[src/hdl/i2c_flags_pkg.sv]
// package for the i2c status flag block: register map, field positions,
// reset values, vector codes and the packed state carriers.
// assumes a 32-bit apb slave with one aligned word per register.
package i2c_flags_pkg;

   // register byte offsets
   localparam logic [7:0] OFS_MODE    = 8'h00;
   localparam logic [7:0] OFS_MASK    = 8'h04;
   localparam logic [7:0] OFS_STATUS  = 8'h08;
   localparam logic [7:0] OFS_VECTOR  = 8'h0C;
   localparam logic [7:0] OFS_RXHOLD  = 8'h10;
   localparam logic [7:0] OFS_BUSSTAT = 8'h14;

   // interrupt_status_reg and mask field positions
   localparam int FLAG_W   = 4;
   localparam int AL_BIT   = 0;
   localparam int NACK_BIT = 1;
   localparam int REG_ACCESS_READY_FLAG_BIT = 2;
   localparam int RRDY_BIT = 3;

   // mode_control_reg field positions
   localparam int RUN_BIT   = 0;
   localparam int MST_BIT   = 1;
   localparam int STP_BIT   = 2;
   localparam int TRX_BIT   = 3;
   localparam int START_BIT = 4;

   // bus status field position
   localparam int BUSY_BIT = 0;

   // int_vector_reg codes
   localparam logic [2:0] VEC_NONE = 3'h0;
   localparam logic [2:0] VEC_AL   = 3'h1;
   localparam logic [2:0] VEC_NACK = 3'h2;
   localparam logic [2:0] VEC_REG_ACCESS_READY_FLAG = 3'h3;
   localparam logic [2:0] VEC_RRDY = 3'h4;

   // index of the last data bit of a word on the bus
   localparam logic [3:0] LAST_BIT = 4'h7;

   // reset values
   localparam logic [3:0] MODE_RST   = 4'h0;
   localparam logic [3:0] MASK_RST   = 4'h0;
   localparam logic [3:0] STATUS_RST = 4'h0;

   typedef struct packed {
      logic trx;
      logic stop_request;
      logic master_select;
      logic module_run_bit;
   } mode_t;

   typedef enum logic [1:0] {
      MON_IDLE = 2'b00,
      MON_DATA = 2'b01,
      MON_ACK  = 2'b10
   } mon_state_t;

   typedef enum logic [2:0] {
      SEL_NONE    = 3'b000,
      SEL_MODE    = 3'b001,
      SEL_MASK    = 3'b010,
      SEL_STATUS  = 3'b011,
      SEL_VECTOR  = 3'b100,
      SEL_RXHOLD  = 3'b101,
      SEL_BUSSTAT = 3'b110
   } reg_sel_t;

   typedef struct packed {
      mode_t       mode;
      logic [3:0]  status;
      logic [3:0]  mask;
      logic [7:0]  rx_shift;
      logic [7:0]  rx_holding;
      logic [3:0]  bit_cnt;
      mon_state_t  mon;
      logic        bus_busy;
      logic        scl_prev;
      logic        sda_prev;
      logic [31:0] prdata;
      logic        pslverr;
      logic [2:0]  vec_lat;
      reg_sel_t    sel_lat;
      logic        start_pulse;
   } state_t;

   localparam state_t STATE_RST = '{
      mode:        mode_t'(MODE_RST),
      status:      STATUS_RST,
      mask:        MASK_RST,
      rx_shift:    8'h00,
      rx_holding:  8'h00,
      bit_cnt:     4'h0,
      mon:         MON_IDLE,
      bus_busy:    1'b0,
      scl_prev:    1'b1,
      sda_prev:    1'b1,
      prdata:      32'h0000_0000,
      pslverr:     1'b0,
      vec_lat:     VEC_NONE,
      sel_lat:     SEL_NONE,
      start_pulse: 1'b0
   };

endpackage

[src/hdl/pin_sync.sv]
// two-flop synchroniser for a group of pin levels.
// assumes the inputs are asynchronous to pclk; only the second stage is read.
module pin_sync #(
   parameter int               WIDTH   = 2,
   parameter logic [WIDTH-1:0] RST_VAL = '1
) (
   input  wire logic             pclk,    // module clock
   input  wire logic             presetn, // async reset, active low
   input  wire logic [WIDTH-1:0] async_i, // raw pin levels
   output      logic [WIDTH-1:0] sync_o   // synchronised levels
);

   logic [2*WIDTH-1:0] stage_q;
   logic [2*WIDTH-1:0] stage_d;

   always_comb begin
      stage_d = {stage_q[WIDTH-1:0], async_i};
   end

   // both stages reset to the idle level so no false edge follows reset
   always_ff @(posedge pclk or negedge presetn) begin
      if (!presetn) begin
         stage_q <= {RST_VAL, RST_VAL};
      end else begin
         stage_q <= stage_d;
      end
   end

   assign sync_o = stage_q[2*WIDTH-1:WIDTH];

endmodule

[src/hdl/i2c_status_flags.sv]
// status flag logic of an i2c controller: receive-ready, register-access-ready,
// no-acknowledge and arbitration-lost flags, their mask, vector and mode bits.
// assumes an apb master on pclk, scl/sda pin levels from the bus, and a serial
// engine on pclk that reports when it has consumed the programmed commands.
//
// Chosen here: the register addresses and the APB slave port.
module i2c_status_flags (
   input  wire logic                 pclk,          // module clock, 50 MHz
   input  wire logic                 presetn,       // async reset, active low
   input  wire logic                 psel,          // apb select
   input  wire logic                 penable,       // apb enable
   input  wire logic                 pwrite,        // apb direction, high = write
   input  wire logic [7:0]           paddr,         // apb byte address
   input  wire logic [31:0]          pwdata,        // apb write data
   output      logic [31:0]          prdata,        // apb read data
   output      logic                 pready,        // apb ready
   output      logic                 pslverr,       // apb error, unmapped address
   input  wire logic                 scl_i,         // scl pin level
   input  wire logic                 sda_i,         // sda pin level
   input  wire logic                 tx_bit_release,// engine leaves sda high this bit
   input  wire logic                 general_call,  // engine is in a general call
   input  wire logic                 regs_consumed, // engine used programmed values
   output      i2c_flags_pkg::mode_t mode_o,        // mode bits to the engine
   output      logic                 start_pulse,   // start request to the engine
   output      logic                 bus_busy,      // bus busy indication
   output      logic [3:0]           flag_irq,      // per-flag interrupt requests
   output      logic                 irq            // combined interrupt, active high
);

   i2c_flags_pkg::state_t q;
   i2c_flags_pkg::state_t d;
   logic [1:0]            pins_s;
   logic                  scl_s;
   logic                  sda_s;

   // i2c lines idle high
   pin_sync #(
      .WIDTH   (2),
      .RST_VAL (2'b11)
   ) u_pin_sync (
      .pclk    (pclk),
      .presetn (presetn),
      .async_i ({scl_i, sda_i}),
      .sync_o  (pins_s)
   );

   assign scl_s = pins_s[1];
   assign sda_s = pins_s[0];

   // address decode shared by the setup and access phases
   function automatic i2c_flags_pkg::reg_sel_t reg_sel(input logic [7:0] addr);
      i2c_flags_pkg::reg_sel_t sel;
      if (addr == i2c_flags_pkg::OFS_MODE) begin
         sel = i2c_flags_pkg::SEL_MODE;
      end else if (addr == i2c_flags_pkg::OFS_MASK) begin
         sel = i2c_flags_pkg::SEL_MASK;
      end else if (addr == i2c_flags_pkg::OFS_STATUS) begin
         sel = i2c_flags_pkg::SEL_STATUS;
      end else if (addr == i2c_flags_pkg::OFS_VECTOR) begin
         sel = i2c_flags_pkg::SEL_VECTOR;
      end else if (addr == i2c_flags_pkg::OFS_RXHOLD) begin
         sel = i2c_flags_pkg::SEL_RXHOLD;
      end else if (addr == i2c_flags_pkg::OFS_BUSSTAT) begin
         sel = i2c_flags_pkg::SEL_BUSSTAT;
      end else begin
         sel = i2c_flags_pkg::SEL_NONE;
      end
      return sel;
   endfunction

   // highest-priority pending unmasked flag; arb-lost first
   function automatic logic [2:0] vec_code(input logic [3:0] pend);
      logic [2:0] code;
      if (pend[i2c_flags_pkg::AL_BIT]) begin
         code = i2c_flags_pkg::VEC_AL;
      end else if (pend[i2c_flags_pkg::NACK_BIT]) begin
         code = i2c_flags_pkg::VEC_NACK;
      end else if (pend[i2c_flags_pkg::REG_ACCESS_READY_FLAG_BIT]) begin
         code = i2c_flags_pkg::VEC_REG_ACCESS_READY_FLAG;
      end else if (pend[i2c_flags_pkg::RRDY_BIT]) begin
         code = i2c_flags_pkg::VEC_RRDY;
      end else begin
         code = i2c_flags_pkg::VEC_NONE;
      end
      return code;
   endfunction

   logic                    scl_rise;
   logic                    start_cond;
   logic                    stop_cond;
   logic                    setup_ph;
   logic                    access_ph;
   logic [3:0]              set_vec;
   logic [3:0]              clr_vec;
   logic [3:0]              pend;
   logic [7:0]              word_in;
   i2c_flags_pkg::reg_sel_t sel_now;

   always_comb begin
      d          = q;
      set_vec    = 4'h0;
      clr_vec    = 4'h0;
      pend       = q.status & q.mask;
      word_in    = {q.rx_shift[6:0], sda_s};
      sel_now    = reg_sel(paddr);
      setup_ph   = psel & ~penable;
      access_ph  = psel & penable;
      scl_rise   = scl_s & ~q.scl_prev;
      start_cond = q.scl_prev & scl_s & q.sda_prev & ~sda_s;
      stop_cond  = q.scl_prev & scl_s & ~q.sda_prev & sda_s;

      d.start_pulse = 1'b0;
      d.scl_prev    = scl_s;
      d.sda_prev    = sda_s;

      // bus monitor: framing, received words and acknowledge slot
      if (start_cond) begin
         d.bus_busy = 1'b1;
         d.mon      = i2c_flags_pkg::MON_DATA;
         d.bit_cnt  = 4'h0;
      end else if (stop_cond) begin
         d.bus_busy = 1'b0;
         d.mon      = i2c_flags_pkg::MON_IDLE;
      end else if (scl_rise) begin
         case (q.mon)
            i2c_flags_pkg::MON_DATA: begin
               d.rx_shift = word_in;
               if (q.mode.master_select && q.mode.trx && tx_bit_release && !sda_s) begin
                  set_vec[i2c_flags_pkg::AL_BIT] = 1'b1;
               end
               if (q.bit_cnt == i2c_flags_pkg::LAST_BIT) begin
                  d.mon = i2c_flags_pkg::MON_ACK;
                  if (!q.mode.trx) begin
                     d.rx_holding = word_in;
                     set_vec[i2c_flags_pkg::RRDY_BIT] = 1'b1;
                  end
               end else begin
                  d.bit_cnt = q.bit_cnt + 4'h1;
               end
            end
            i2c_flags_pkg::MON_ACK: begin
               if (q.mode.trx) begin
                  if (sda_s || general_call) begin
                     set_vec[i2c_flags_pkg::NACK_BIT] = 1'b1;
                  end else begin
                     clr_vec[i2c_flags_pkg::NACK_BIT] = 1'b1;
                  end
               end
               d.mon     = i2c_flags_pkg::MON_DATA;
               d.bit_cnt = 4'h0;
            end
            default: begin
               d.mon = i2c_flags_pkg::MON_IDLE;
            end
         endcase
      end

      // engine has used the programmed address, data and command
      if (regs_consumed && q.mode.master_select) begin
         set_vec[i2c_flags_pkg::REG_ACCESS_READY_FLAG_BIT] = 1'b1;
      end

      // apb setup: capture read data, vector and decode for the access phase
      if (setup_ph) begin
         d.sel_lat = sel_now;
         d.vec_lat = vec_code(pend);
         d.pslverr = (sel_now == i2c_flags_pkg::SEL_NONE);
         d.prdata  = 32'h0000_0000;
         if (!pwrite) begin
            case (sel_now)
               i2c_flags_pkg::SEL_MODE:    d.prdata[3:0] = q.mode;
               i2c_flags_pkg::SEL_MASK:    d.prdata[3:0] = q.mask;
               i2c_flags_pkg::SEL_STATUS:  d.prdata[3:0] = q.status;
               i2c_flags_pkg::SEL_VECTOR:  d.prdata[2:0] = vec_code(pend);
               i2c_flags_pkg::SEL_RXHOLD:  d.prdata[7:0] = q.rx_holding;
               i2c_flags_pkg::SEL_BUSSTAT: d.prdata[i2c_flags_pkg::BUSY_BIT] = q.bus_busy;
               default:                    d.prdata = 32'h0000_0000;
            endcase
         end
      end

      // apb access: writes take effect, reads apply their side effects
      if (access_ph && pwrite) begin
         case (q.sel_lat)
            i2c_flags_pkg::SEL_MODE: begin
               d.mode.module_run_bit = pwdata[i2c_flags_pkg::RUN_BIT];
               d.mode.master_select  = pwdata[i2c_flags_pkg::MST_BIT];
               d.mode.stop_request   = pwdata[i2c_flags_pkg::STP_BIT];
               d.mode.trx            = pwdata[i2c_flags_pkg::TRX_BIT];
               if (pwdata[i2c_flags_pkg::START_BIT] && pwdata[i2c_flags_pkg::RUN_BIT]) begin
                  if (q.bus_busy) begin
                     set_vec[i2c_flags_pkg::AL_BIT] = 1'b1;
                  end else begin
                     d.start_pulse = 1'b1;
                     clr_vec[i2c_flags_pkg::REG_ACCESS_READY_FLAG_BIT] = 1'b1;
                  end
               end
            end
            i2c_flags_pkg::SEL_MASK: begin
               d.mask = pwdata[3:0];
            end
            i2c_flags_pkg::SEL_STATUS: begin
               clr_vec = clr_vec | pwdata[3:0];
            end
            default: begin
               d.mask = d.mask;
            end
         endcase
      end else if (access_ph && !pwrite) begin
         if (q.sel_lat == i2c_flags_pkg::SEL_VECTOR) begin
            if (q.vec_lat == i2c_flags_pkg::VEC_NACK) begin
               clr_vec[i2c_flags_pkg::NACK_BIT] = 1'b1;
            end else if (q.vec_lat == i2c_flags_pkg::VEC_AL) begin
               clr_vec[i2c_flags_pkg::AL_BIT] = 1'b1;
            end
         end else if (q.sel_lat == i2c_flags_pkg::SEL_RXHOLD) begin
            clr_vec[i2c_flags_pkg::RRDY_BIT] = 1'b1;
         end
      end

      // flags hold until a clear; a set in the same cycle wins
      d.status = (q.status & ~clr_vec) | set_vec;

      // losing arbitration drops back to slave-receiver
      if (set_vec[i2c_flags_pkg::AL_BIT]) begin
         d.mode.master_select = 1'b0;
         d.mode.stop_request  = 1'b0;
         d.mode.trx           = 1'b0;
         d.start_pulse        = 1'b0;
      end

      // module held in reset keeps every flag clear
      if (!q.mode.module_run_bit) begin
         d.status      = i2c_flags_pkg::STATUS_RST;
         d.start_pulse = 1'b0;
      end
   end

   always_ff @(posedge pclk or negedge presetn) begin
      if (!presetn) begin
         q <= i2c_flags_pkg::STATE_RST;
      end else begin
         q <= d;
      end
   end

   // access phase always completes in its first cycle
   assign pready      = 1'b1;
   assign prdata      = q.prdata;
   assign pslverr     = q.pslverr;
   assign mode_o      = q.mode;
   assign start_pulse = q.start_pulse;
   assign bus_busy    = q.bus_busy;
   assign flag_irq    = q.status & q.mask;
   assign irq         = |(q.status & q.mask);

endmodule

[config.mk]
export PLATFORM = sky130hd
export DESIGN_NAME = i2c_status_flags
export DESIGN_NICKNAME = d
export VERILOG_FILES = /design/src/hdl/i2c_flags_pkg.sv /design/src/hdl/pin_sync.sv /design/src/hdl/i2c_status_flags.sv
export SDC_FILE = /design/constraint.sdc
export NUM_CORES = 1
export LEC_CHECK = 0
export BUFFER_PORTS_ARGS = -buffer_cell sky130_fd_sc_hd__buf_2
export CAP_MARGIN = 20
export CELL_PAD_IN_SITES_DETAIL_PLACEMENT = 2
export CELL_PAD_IN_SITES_GLOBAL_PLACEMENT = 2
export CORE_UTILIZATION = 34
export DETAILED_ROUTE_END_ITERATION = 12
export PLACE_DENSITY = 0.86
export SETUP_SLACK_MARGIN = 0.4
export SYNTH_ARGS = -nofsm -noshare
export SYNTH_HDL_FRONTEND = slang
export SYNTH_SLANG_ARGS = --single-unit
[constraint.sdc]
create_clock -name pclk -period 3.33 [get_ports pclk]
set_input_delay 0.1665 -clock pclk [delete_from_list [all_inputs] [get_ports pclk]]
set_output_delay 0.1665 -clock pclk [all_outputs]
set_load 0.02 [all_outputs]
==> impl_results.md <==
* Clock slew at reported path FFs at 0.10 ns
* Number of global-route vias before repair at ~2300
* Die X-Extent at 95.5 um
* Worst setup margin at 1.37 ns
* GR Util met3 at about 3.2%
* Nets at 357
* RSZ-0062 raised after global routing: no
* Number of buffers created by CTS at 5
* Static leakage at about 1.6 nW
* Fin crit share at 59.0%
* Relative slew slack at 51.4%
* Crit path time final at 1.96 ns
* Core ar. at 8340 sq um
* Worst clock skew at between 0.01 and 0.015 ns
* Vias at about 2100
* First-pass GRT wire length at about 12000 um
* Critical path depth at 4
* Crit path kind: flip-flop to flip-flop
* R2R setup slack at between 1 and 1.5 ns
* 1st-pass router iterations at 4
* Dominant synthesized flop cell: dfrtp_1
* Gp weighted congestion at 0.736
* Die height at 95.5 um
* Clock Tree Root: clkbuf_8
* Slew Viols, Final at 0
* CP Data Required Time at ~3.6 ns
* #FFs+latches synth at 56
* Final WL at 7220 um
* Crit path arrival time at ~2.2 ns
* Setup TNS at 0 ns
* Nature of the critical path endpoint: flip-flop
* I/O Buffers at 42
* CTS tree: built
* # setup viols final at 0
* Critical Path Source Type: flip-flop
* Clock buffer depth at 2
* Wire per inst at 17.5 um
* Worst Hold Class: input pin to flip-flop
* Final Hold Vio Count at 0
* Setup Fix Bufs, Post-CTS at 0
* Top Usage Layer GRT: met2
* M2 GR Usage at 32.1%
* Post-detail-place hpwl at between 5000 and 6000 um
* Area growth syn-to-layout at 7.84%
* Via density at a little over 5
* Antenna Cells at 0
* Worst skew pair latency at 0.32 ns
* Final Cell Area at about 3200 sq um
* HP Start: regs_consumed
* Worst path top cell family by delay: simple AND/OR/NAND/NOR gates
* Worst R2R End: q[48]
* # clock sinks at 56
* Sequential fraction of the synthesis area at 47.5%
* Initial Util at 35.6%
* Highest-count cells in the layout ignoring fill and taps: dfrtp_1, buf_2, conb_1, nand2_1, mux2_2
* Worst-case reg-to-reg path depth at 4
* Netlist cell types at 59
* Power Density at about 430 nW/um^2
* Full die area at 9110 sq um
* Global Route met1 Usage at 18.6%
* Gr ovfl total at 0
* Htree depth at 2
* Number of synthesized flops with an enable pin at 0
* CP Cell Sequence: and4bb_2, nand2b_1, or4b_1, nand2_1
* Initial antenna violation count at 0
* F_max at 509 MHz
* Synth warn at 0
* Row count at 33
* Post-Syn Instances at 274
* Outcome: completed
* Max stage delay on crit path at 0.62 ns
* DP Worst Slack at 1.38 ns
* DRT iter0 DRCs at 30
* Most common cell after layout, fill and taps aside: dfrtp_1
* IO Pins at 95
* Worst hold path endpoint: q[71]
* CP bufs+invs at 0
* Avg Inst Size Synth at 10.8 sq um
* Critical path fanouts, max at 12
* Worst R2R Start: u_pin_sync.stage_q[3]
* Hold Path Depth at 3
* Post-synth ARST share at 100%
* Slowest-stage cell, CP: dfstp_2
* Largest net degree at the start of global routing at 32
* DRC viols at 0
* Worst Tran Pin Value at approximately 0.73 ns
* Max-Cap Viols at 0
* Instance area at placement at about 3000 sq um
* Number of routed nets with antenna violations at 0
* GRT Overall Usage at 17.0%
* Max rail drop VDD at 0.163 mV
* Mapped Area at 2970 sq um
* Layout cells sized above 1 at between 20% and 30%
logic make-up (layout without fill, tap and decap cells):
kind of cell	Yosys count	count (layout)	synth area share, %
AOI/OAI and AO/OA	54	54	13.0
and+or+nand+nor	79	79	15.5
muxes	30	30	11.4
DFF	56	56	47.5
buffers and inverters	52	62	12.0
adders and majority gates	1	1	0.421
other	2	25	0.253
per-layer routing:
| layer | wire (um) | part of all wire, % |
|---|---|---|
| met5 | 0 | 0 |
| met4 | 145 | 2.0 |
| met3 | 223 | 3.1 |
| met2 | 3930 | 55 |
| met1 | 2910 | 40 |
Yosys cell counts, types with 4 or more instances:
cell,n,area share (%)
nand2_1,23,2.9
dfstp_2,6,5.3
nor2_1,10,1.3
a22o_1,6,1.8
nand2b_1,4,0.84
nand3_1,5,0.84
dfrtp_1,50,42
inv_1,7,0.89
and2_1,5,1.1
nand3b_1,4,1.0
nor2b_1,7,1.5
a22oi_1,5,1.3
mux2_2,21,8.0
o21ai_0,16,2.7
buf_4,38,9.6
mux2i_1,8,2.7
tightest hold or removal path, delay by kind of cell:
family | cells | cell delay [ns]
compound gates | 1 | 0.07
buf+inv | 1 | 0.10
simple gates | 1 | 0.05
cell type report:
class | instances | area [sq um]
Clock buffer | 6 | 72.6
Clock inverter | 2 | 16.3
Fill cell | 925 | 5140
Inverter | 7 | 26.3
Multi-Input combinational cell | 189 | 1290
Sequential cell | 56 | 1410
Tap cell | 105 | 131
Timing Repair Buffer | 47 | 255
power breakdown:
| group | switching, mW | internal, mW | total (mW) |
|---|---|---|---|
| Combinational | 0.107 | 0.0798 | 0.186 |
| Clock | 0.230 | 0.150 | 0.380 |
| Sequential | 0.0550 | 0.740 | 0.795 |
| Total | 0.391 | 0.971 | 1.36 |
sequential cells by signal, indices dropped and copies added (netlist names):
| signal | count |
|---|---|
| bus_busy | 1 |
| mode_o | 4 |
| prdata | 8 |
| pslverr | 1 |
| q | 37 |
| start_pulse | 1 |
| u_pin_sync.stage_q | 4 |
per-stage QoR:
step / util, % / hold slack [ns] / total power, mW / std cells
2_1_floorplan: - / -0.129 / 0.940 / 297
6_report: 38.4 / 0.117 / 1.36 / 412
5_1_grt: 38.4 / 0.126 / 1.43 / 412
4_1_cts: 38.4 / 0.112 / 1.38 / 412
3_5_place_dp: 37.0 / 0.273 / 0.995 / 401
3_3_place_gp: 37.0 / 0.266 / 0.975 / 401
how the worst max path moves through the flow:
stage / end / startpoint / slack [ns]
floorplan: q[49] / u_pin_sync.stage_q[3] / 1.52
global placement: q[48] / u_pin_sync.stage_q[3] / 1.44
detailed placement: q[53] / u_pin_sync.stage_q[3] / 1.38
CTS: q[48] / u_pin_sync.stage_q[3] / 1.35
global route: q[48] / u_pin_sync.stage_q[3] / 1.27
finish: q[48] / u_pin_sync.stage_q[3] / 1.37
what timing repair did:
item / in CTS / in global routing
endpoints found under the hold margin: 28 / 0
setup endpoints to repair: 0 / 0
hold buffers: 3 / 0
resized for setup: 0 / 0
(Power assumes the default switching activity.)
